--- src/pkg/sf_sup_regs.svh ---
// offsets, widths, reset values and timing figures of the supervision block
`ifndef SF_SUP_REGS_SVH
`define SF_SUP_REGS_SVH

// ----------------------------------------
// register map
// ----------------------------------------
`define ADDR_W          4
`define DATA_W          32
`define CTRL_OFS        4'h0
`define STATUS_OFS      4'h4
`define CTRL_W          6
`define CTRL_RESET      6'h00
`define STATUS_W        6

// ----------------------------------------
// timebase
// ----------------------------------------
`define CLK_MHZ         125
`define TICK_MS         1
`define TICK_CYCLES     (`TICK_MS * `CLK_MHZ * 1000)

// ----------------------------------------
// supervision intervals in ms
// ----------------------------------------
`define TIMER_W         10
`define CUT_HOLD_MS     625
`define NOTCH_REM_MS    50
`define LOCAL_CUT_MS    125
`define NOTCH_INS_MS    13
`define NOTCH_MIN_MS    225

// ----------------------------------------
// loopback intervals
// ----------------------------------------
`define TONE_W          11
`define ARM_TONE_MS     1400
`define DISARM_TONE_MS  700
`define LONG_W          21
`define TO_SHORT_DMIN   26
`define TO_LONG_DMIN    208
`define MS_PER_DMIN     6000

`endif

--- src/pkg/sf_sup_pkg.sv ---
// types shared by the supervision and loopback block
`default_nettype none

package sf_sup_pkg;

	typedef enum logic [0:0] {CALL_IDLE, CALL_BUSY} call_t;

	typedef enum logic [1:0] {LOOP_OFF, LOOP_ARMED, LOOP_ON} loop_t;

	typedef enum logic [1:0] {TO_NONE, TO_SHORT, TO_LONG} timeout_t;

	// control register layout, bit 0 first from the right
	typedef struct packed {
		logic     type_one;
		logic     a_side;
		logic     busy_out;
		timeout_t timeout;
		logic     two_tone;
	} ctrl_t;

	// qualified pin levels after synchronising
	typedef struct packed {
		logic loop_tone;
		logic sig_busy;
		logic manual_loop_switch;
		logic rcv_tone;
	} pins_t;

	typedef struct packed {
		logic [2:0] ff;
		logic       q;
	} sync_t;

	typedef struct packed {
		logic [16:0] cnt;
		logic        tick;
	} tick_t;

endpackage

`default_nettype wire

--- src/hw/ms_tick.sv ---
// free-running millisecond tick from the system clock
`timescale 1ns/1ns
`default_nettype none

module ms_tick #(
	parameter int TICK_CYCLES = 125000
) (
	input  wire logic clk,
	input  wire logic rst,
	output logic      tick
);

	sf_sup_pkg::tick_t st;
	sf_sup_pkg::tick_t next_st;

	always_comb begin
		next_st      = st;
		next_st.tick = 1'b0;
		if (st.cnt == 17'(TICK_CYCLES - 1)) begin
			next_st.cnt  = 17'h00000;
			next_st.tick = 1'b1;
		end else begin
			next_st.cnt = st.cnt + 17'h00001;
		end
	end

	always_ff @(posedge clk or posedge rst) begin
		if (rst) begin
			st <= '0;
		end else begin
			st <= next_st;
		end
	end

	assign tick = st.tick;

endmodule

`default_nettype wire

--- src/hw/pin_sync.sv ---
// three-stage synchroniser that accepts a level once stages two and three agree
`timescale 1ns/1ns
`default_nettype none

module pin_sync (
	input  wire logic clk,
	input  wire logic rst,
	input  wire logic din,
	output logic      dout
);

	sf_sup_pkg::sync_t st;
	sf_sup_pkg::sync_t next_st;

	always_comb begin
		next_st    = st;
		next_st.ff = {st.ff[1:0], din};
		if (st.ff[1] == st.ff[2]) begin
			next_st.q = st.ff[2];
		end
	end

	always_ff @(posedge clk or posedge rst) begin
		if (rst) begin
			st <= '0;
		end else begin
			st <= next_st;
		end
	end

	assign dout = st.q;

endmodule

`default_nettype wire

--- src/hw/sf_supervision_loopback_ctrl.sv ---
// supervisory path-cut, receive notch and facility loopback controller
//
// Behaviour
// - distant seizure: keep transmit cut 625 ms after receive tone stops
// - distant seizure: remove receive notch filter 50 ms after tone stops
// - lead ground to battery: keep transmit cut 125 ms
// - lead battery to ground: precut at once, hold cut 625 ms
// - incoming dial pulse: cut transmit path within 7 ms of first pulse
// - incoming dialing: hold cut until 625 ms after last tone-off
// - incoming dialing: notch in 13 ms after first pulse, out at later of 50/225 ms
// - distant disconnect: insert notch 13 ms after tone returns
// - local disconnect: cut continuously, notch inserted, back to idle
// - manual loopback follows the manual loop switch
// - manual mode ignores the loopback tone
// - two-tone: arm after 1.4 s of tone, loop when tone goes
// - in two-tone loopback, 0.7 s of tone ends loopback at once
// - two-tone loopback timeout of none, 2.6 or 20.8 minutes
// - busy-out grounds E lead in loopback, only A-side and Type I
// - transmit cut within 5 ms of any local lead change
`timescale 1ns/1ns
`default_nettype none

`include "sf_sup_regs.svh"

module sf_supervision_loopback_ctrl #(
	parameter int TICK_CYCLES  = `TICK_CYCLES,
	parameter int TO_SHORT_MS  = `TO_SHORT_DMIN * `MS_PER_DMIN,
	parameter int TO_LONG_MS   = `TO_LONG_DMIN * `MS_PER_DMIN
) (
	input  wire logic                 SYS_CLK,
	input  wire logic                 RST,
	input  wire logic                 RCV_TONE,
	input  wire logic                 LOOP_TONE,
	input  wire logic                 SIG_LEAD_BUSY,
	input  wire logic                 MANUAL_LOOP_SWITCH,
	input  wire logic [`ADDR_W-1:0]   ADDR,
	input  wire logic [`DATA_W-1:0]   WR_DATA,
	input  wire logic                 WR_EN,
	input  wire logic                 RD_EN,
	output logic      [`DATA_W-1:0]   RD_DATA,
	output logic                      XMT_CUT,
	output logic                      RECEIVE_NOTCH_FILTER,
	output logic                      LOOPBACK,
	output logic                      E_LEAD_GND
);

	// ----------------------------------------
	// state
	// ----------------------------------------
	typedef struct packed {
		sf_sup_pkg::ctrl_t          ctrl;
		sf_sup_pkg::pins_t          prev;
		sf_sup_pkg::call_t          call;
		sf_sup_pkg::loop_t          loop;
		logic                       cut;
		logic                       notch;
		logic                       loop_act;
		logic                       e_gnd;
		logic                       ins_pend;
		logic                       rem_pend;
		logic [`TIMER_W-1:0]        cut_tmr;
		logic [`TIMER_W-1:0]        ins_tmr;
		logic [`TIMER_W-1:0]        rem_tmr;
		logic [`TIMER_W-1:0]        hold_tmr;
		logic [`TONE_W-1:0]         tone_cnt;
		logic [`LONG_W-1:0]         to_cnt;
		logic [`DATA_W-1:0]         rd_data;
	} state_t;

	state_t                st;
	state_t                next_st;
	sf_sup_pkg::pins_t     pins;
	logic [3:0]            pins_raw;
	logic                  tick;

	// ----------------------------------------
	// pin synchronisers and timebase
	// ----------------------------------------
	assign pins_raw = {LOOP_TONE, SIG_LEAD_BUSY, MANUAL_LOOP_SWITCH, RCV_TONE};

	genvar gi;
	generate
		for (gi = 0; gi < 4; gi++) begin : g_sync
			pin_sync u_sync (
				.clk  (SYS_CLK),
				.rst  (RST),
				.din  (pins_raw[gi]),
				.dout (pins[gi])
			);
		end
	endgenerate

	ms_tick #(
		.TICK_CYCLES (TICK_CYCLES)
	) u_tick (
		.clk  (SYS_CLK),
		.rst  (RST),
		.tick (tick)
	);

	// ----------------------------------------
	// helpers
	// ----------------------------------------
	function automatic logic [`TIMER_W-1:0] dec(input logic [`TIMER_W-1:0] t, input logic en);
		dec = (en && t != '0) ? t - `TIMER_W'(1) : t;
	endfunction

	function automatic logic [`LONG_W-1:0] to_limit(input sf_sup_pkg::timeout_t sel);
		unique case (sel)
			sf_sup_pkg::TO_SHORT: to_limit = `LONG_W'(TO_SHORT_MS);
			sf_sup_pkg::TO_LONG:  to_limit = `LONG_W'(TO_LONG_MS);
			default:              to_limit = '0;
		endcase
	endfunction

	logic rcv_rise;
	logic rcv_fall;
	logic lead_rise;
	logic lead_fall;

	assign rcv_rise  = pins.rcv_tone & ~st.prev.rcv_tone;
	assign rcv_fall  = ~pins.rcv_tone & st.prev.rcv_tone;
	assign lead_rise = pins.sig_busy & ~st.prev.sig_busy;
	assign lead_fall = ~pins.sig_busy & st.prev.sig_busy;

	// ----------------------------------------
	// next state
	// ----------------------------------------
	always_comb begin
		next_st      = st;
		next_st.prev = pins;

		// interval timers, all on the common tick
		next_st.cut_tmr  = dec(st.cut_tmr, tick);
		next_st.ins_tmr  = dec(st.ins_tmr, tick);
		next_st.rem_tmr  = dec(st.rem_tmr, tick);
		next_st.hold_tmr = dec(st.hold_tmr, tick);

		// local lead changes
		if (lead_rise) begin
			next_st.cut_tmr = `TIMER_W'(`LOCAL_CUT_MS);
		end else if (lead_fall) begin
			next_st.cut_tmr = `TIMER_W'(`CUT_HOLD_MS);
		end

		// received tone changes
		if (rcv_fall) begin
			next_st.cut_tmr  = `TIMER_W'(`CUT_HOLD_MS);
			next_st.rem_tmr  = `TIMER_W'(`NOTCH_REM_MS);
			next_st.rem_pend = 1'b1;
			next_st.ins_pend = 1'b0;
		end else if (rcv_rise) begin
			next_st.rem_pend = 1'b0;
			if (st.call == sf_sup_pkg::CALL_BUSY) begin
				next_st.cut_tmr = `TIMER_W'(`CUT_HOLD_MS);
			end
			if (!st.notch && !st.ins_pend) begin
				next_st.ins_tmr  = `TIMER_W'(`NOTCH_INS_MS);
				next_st.hold_tmr = `TIMER_W'(`NOTCH_MIN_MS);
				next_st.ins_pend = 1'b1;
			end
		end

		// notch filter moves when its interval runs out
		if (next_st.ins_pend && next_st.ins_tmr == '0) begin
			next_st.notch    = 1'b1;
			next_st.ins_pend = 1'b0;
		end
		if (next_st.rem_pend && next_st.rem_tmr == '0 && next_st.hold_tmr == '0) begin
			next_st.notch    = 1'b0;
			next_st.rem_pend = 1'b0;
		end

		// call supervision
		unique case (st.call)
			sf_sup_pkg::CALL_IDLE: begin
				if (rcv_fall || lead_rise) begin
					next_st.call = sf_sup_pkg::CALL_BUSY;
				end
			end
			sf_sup_pkg::CALL_BUSY: begin
				if (!pins.sig_busy && pins.rcv_tone && next_st.cut_tmr == '0) begin
					next_st.call = sf_sup_pkg::CALL_IDLE;
				end
			end
		endcase
		if (next_st.call == sf_sup_pkg::CALL_IDLE) begin
			next_st.notch    = 1'b1;
			next_st.ins_pend = 1'b0;
			next_st.rem_pend = 1'b0;
		end
		next_st.cut = (next_st.call == sf_sup_pkg::CALL_IDLE) || (next_st.cut_tmr != '0);

		// loopback tone duration, restarted on every drop
		if (!pins.loop_tone) begin
			next_st.tone_cnt = '0;
		end else if (tick && st.tone_cnt != '1) begin
			next_st.tone_cnt = st.tone_cnt + `TONE_W'(1);
		end

		// loopback control
		if (!st.ctrl.two_tone) begin
			next_st.loop   = pins.manual_loop_switch ? sf_sup_pkg::LOOP_ON
			                                         : sf_sup_pkg::LOOP_OFF;
			next_st.to_cnt = '0;
		end else begin
			unique case (st.loop)
				sf_sup_pkg::LOOP_OFF: begin
					if (st.tone_cnt >= `TONE_W'(`ARM_TONE_MS)) begin
						next_st.loop = sf_sup_pkg::LOOP_ARMED;
					end
				end
				sf_sup_pkg::LOOP_ARMED: begin
					if (!pins.loop_tone) begin
						next_st.loop   = sf_sup_pkg::LOOP_ON;
						next_st.to_cnt = '0;
					end
				end
				sf_sup_pkg::LOOP_ON: begin
					if (tick) begin
						next_st.to_cnt = st.to_cnt + `LONG_W'(1);
					end
					if (st.tone_cnt >= `TONE_W'(`DISARM_TONE_MS)) begin
						next_st.loop     = sf_sup_pkg::LOOP_OFF;
						next_st.tone_cnt = '0;
					end else if (to_limit(st.ctrl.timeout) != '0 &&
					             st.to_cnt >= to_limit(st.ctrl.timeout)) begin
						next_st.loop = sf_sup_pkg::LOOP_OFF;
					end
				end
				default: begin
					next_st.loop = sf_sup_pkg::LOOP_OFF;
				end
			endcase
		end
		next_st.loop_act = (next_st.loop == sf_sup_pkg::LOOP_ON);
		next_st.e_gnd    = next_st.loop_act && st.ctrl.busy_out &&
		                   st.ctrl.a_side && st.ctrl.type_one;

		// register port
		if (WR_EN && ADDR == `CTRL_OFS) begin
			next_st.ctrl = sf_sup_pkg::ctrl_t'(WR_DATA[`CTRL_W-1:0]);
		end
		next_st.rd_data = '0;
		if (RD_EN) begin
			unique case (ADDR)
				`CTRL_OFS:   next_st.rd_data = {{(`DATA_W-`CTRL_W){1'b0}}, st.ctrl};
				`STATUS_OFS: next_st.rd_data = {{(`DATA_W-`STATUS_W){1'b0}}, st.e_gnd,
				                                st.call == sf_sup_pkg::CALL_BUSY,
				                                st.loop == sf_sup_pkg::LOOP_ARMED,
				                                st.loop_act, st.notch, st.cut};
				default:     next_st.rd_data = '0;
			endcase
		end
	end

	// ----------------------------------------
	// state register
	// ----------------------------------------
	always_ff @(posedge SYS_CLK or posedge RST) begin
		if (RST) begin
			st       <= '0;
			st.call  <= sf_sup_pkg::CALL_IDLE;
			st.loop  <= sf_sup_pkg::LOOP_OFF;
			st.cut   <= 1'b1;
			st.notch <= 1'b1;
			st.ctrl  <= sf_sup_pkg::ctrl_t'(`CTRL_RESET);
		end else begin
			st <= next_st;
		end
	end

	assign RD_DATA              = st.rd_data;
	assign XMT_CUT              = st.cut;
	assign RECEIVE_NOTCH_FILTER = st.notch;
	assign LOOPBACK             = st.loop_act;
	assign E_LEAD_GND           = st.e_gnd;
endmodule

`default_nettype wire

--- config.mk ---
export PLATFORM = sky130hd
export DESIGN_NAME = sf_supervision_loopback_ctrl
export DESIGN_NICKNAME = d
export VERILOG_FILES = /design/src/pkg/sf_sup_pkg.sv /design/src/hw/ms_tick.sv /design/src/hw/pin_sync.sv /design/src/hw/sf_supervision_loopback_ctrl.sv
export VERILOG_INCLUDE_DIRS = /design/src /design/src/pkg
export SDC_FILE = /design/constraint.sdc
export NUM_CORES = 1
export LEC_CHECK = 0
export ABC_AREA = 1
export BUFFER_PORTS_ARGS = -buffer_cell sky130_fd_sc_hd__clkbuf_2
export CAP_MARGIN = 30
export CORE_MARGIN = 5
export CORE_UTILIZATION = 45
export CTS_BUF_LIST = sky130_fd_sc_hd__clkbuf_4
export DETAILED_ROUTE_END_ITERATION = 6
export GPL_TIMING_DRIVEN = 0
export PLACE_DENSITY_LB_ADDON = 0.1
export SETUP_SLACK_MARGIN = 0.3
export SLEW_MARGIN = 20
export SYNTH_ARGS = -nofsm -noshare
export SYNTH_HDL_FRONTEND = slang
export SYNTH_HIERARCHICAL = 1
export SYNTH_SLANG_ARGS = --single-unit
--- constraint.sdc ---
create_clock -name SYS_CLK -period 5.95 [get_ports SYS_CLK]
set_input_delay 1.19 -clock SYS_CLK [delete_from_list [all_inputs] [get_ports SYS_CLK]]
set_output_delay 1.19 -clock SYS_CLK [all_outputs]
set_load 0.05 [all_outputs]
==> results.toml <==
[synth]
yosys.area.top_type = "dfrtp_1"
netlist_area_um2 = 7756
synth_top_family_by_area = "simple AND/OR/NAND/NOR gates"
ys_seq_area_share_pct = 41.65
synth_compound_area_share_pct = 6.711
synthMuxAreaShare_pct = 0.4356
ys_warn_count = 6
async_flop_share_pct = 100.0
yosysUniqueCellTypes = 50
synthCells = 1034
synth_area_leaders = "dfrtp_1 (41%), nand2_1 (12%), inv_1 (7.6%)"
synth_edf_count = 0
ys_ff_latch = 129
synth-xor-area-share_pct = 2.146
synth.avg_cell_area_um2 = 7.501
synth_top_flop_cell = "dfrtp_1"
ys_top_cells_by_count = "nand2_1 (244), inv_1 (157), nor2_1 (138)"
synth_top_area_share_pct = 40.97
synth_simple_gate_area_share_pct = 33.72
synthAdderAreaFrac_pct = 3.388
synth_most_common_cell = "nand2_1"

[clock_tree]
postCtsHoldBufs = 0
cts_resized = 0
clockRootBuffer = "clkbuf_4"
numCtsBuffers = 17
cts_setup_buffers = 0
clk_pin_slew_worst_paths_ns = 0.10
cts_sinks = 129
cts_tree = "built"
htree_levels = 4
clk_latency_ns = 0.53
clockBufferDepth = 2

[cells_and_area]
nNetsFinal = 1171
area_growth_pct = 11.05
final_util_pct = 50.32
nFillCells = 1718
drive_above_1_share_pct = 15.92

[run]
maxCapViolations = 0

[timing]
post-route-period-util_pct = 43.89
final_max_slew_viol_count = 0
clock-skew-final_ns = 0.01889
final.min_clock_period_ns = 2.611
setup_viol = 0
report.final.hold_viol_count = 0
relSlewSlack_pct = 53.66
tns_ns = 0
tightest_slew_ns = 0.6936
fmax_mhz = 382.9
rsz0062_at_grt = "false"

[worst_setup_path]
r2r_cells = 15
start_kind = "flip-flop"
cp_top_family = "flip-flops"
r2r-end = "RECEIVE_NOTCH_FILTER"
crit_slowest_cell = "dfstp_2"
end_kind = "output port"
path_class = "reg -> out"
r2r-start = "st[74]"
critPathLaunch = "RECEIVE_NOTCH_FILTER"
crit_chain = "clkbuf_2"
cp-endpoint = "RECEIVE_NOTCH_FILTER"
max_stage_delay_ns = 0.60
cp_num_buf_inv = 1
crit_fanout = 4
worstPathRequired_ns = 4.76
cp_num_cells = 1
r2r_slack_ns = 3.73
worstPathArrival_ns = 1.42

[floorplanning]
coreArea_um2 = 17120
initial_core_util_pct = 45.31
die_w_um = 141.3
die_h_um = 141.3
ios = 80
die-area_um2 = 19960
num_rows = 48

[global_routing]
grt_max_degree = 53
overflow = 0
grt_pass1_wl_mm = 27.88
track_usage_pct = 17.11
antenna_found_initial = 1
grt_pass1_vias = 5888

[drt]
routed-wl-met2_mm = 7.080
dr.pass1.iters = 5
drc = 0
ant_nets = 0
wl_met3_um = 692
wire_per_inst_um = 12.04
drtIter0Drc = 398
met1_length_mm = 8.260
viasPerCell = 4.754
top_layer_used = "met4"
vias = 6394
wl_mm = 16.19

[place]
portBuffers = 27
gp_congestion = 0.8192
dp_hpwl_mm = 12.04

[pwr]
leakage_uw = 0.004453
vdd_drop_max_v = 0.0001803
p_per_area_nw_per_um2 = 251.2

[outcome]
status = "finished clean"

[min_path]
hp-class = "reg -> reg"
-- how the worst min path moves through the flow --
stage | startpoint | end | slack [ns] | cells after the start
detailed placement | g_sync[3].u_sync/next_st[2] | g_sync[3].u_sync/next_st[3] | 0.34 | 0
finish | g_sync[3].u_sync/next_st[2] | g_sync[3].u_sync/next_st[3] | 0.36 | 0
global route | g_sync[3].u_sync/next_st[2] | g_sync[3].u_sync/next_st[3] | 0.38 | 0
CTS | g_sync[3].u_sync/next_st[2] | g_sync[3].u_sync/next_st[3] | 0.36 | 0
floorplan | g_sync[0].u_sync/next_st[2] | g_sync[0].u_sync/next_st[3] | 0.33 | 0
global placement | g_sync[3].u_sync/next_st[2] | g_sync[3].u_sync/next_st[3] | 0.33 | 0
-- layer usage --
layer,vias up,GRT usage [%]
met4,0,4.335
met5,-,0
met2,100,25.88
met3,11,4.011
li1,3352,-
met1,2931,24.83
-- through the flow --
step	power [uW]	setup WS, ns	hold slack [ns]	std cells	area [um^2]
after floorplan	1408	2.286	0.3312	1059	7850
after global placement	1518	0.7964	0.3342	1311	8267
after detailed placement	1524	3.169	0.3373	1312	8299
after CTS	2199	3.289	0.3628	1343	8608
after global routing	2317	3.261	0.3835	1345	8613
final	2163	3.339	0.3606	1345	8613
-- layout by cell type, fill, tap and decap left out, types with 14 or more instances in the layout --
cell type and count:
nand2_1 244, inv_1 156, nor2_1 138, dfrtp_1 127, nand3_1 69, a21oi_1 45
buf_4 34, clkbuf_2 27, conb_1 26, nor3_1 23, ha_1 21, o21ai_0 19
clkbuf_4 19, nor2_2 17, nand4_1 17, xor2_1 14
-- report_power, final --
group	switching, uW	internal (uW)
Sequential	64.6	942
Clock	323	336
Combinational	335	163
Total	722	1440
-- cell type report --
cell class,count,area (um^2),share of cell area (%)
inverter,167,631.9,7.336
timing repair buffer,28,162.7,1.888
multi-input combinational,723,3696,42.91
buffer,40,296.5,3.443
tap,225,281.5,3.268
clock inverter,12,166.4,1.932
sequential,129,3231,37.51
antenna,2,5.005,0.05811
clock buffer,19,142.6,1.656
-- sequential cells by signal (all words and copies together) (netlist names) --
signal and flops:
E_LEAD_GND 1, LOOPBACK 1, RD_DATA 6, RECEIVE_NOTCH_FILTER 1, XMT_CUT 1, g_sync.u_sync/dout 4, g_sync.u_sync/next_st 8, g_sync.u_sync/st 4
st 85, u_tick/st 17, u_tick/tick 1
-- cells by family (layout without fill, tap and decap cells) --
logic type,Yosys count,after routing
and+or+nand+nor,565,565
buffers and inverters,207,266
DFF,129,129
AOI/OAI and AO/OA,89,89
adders and majority gates,21,21
xor gates and xnor gates,19,19
muxes,3,3
other,1,28
(Power assumes the default switching activity.)
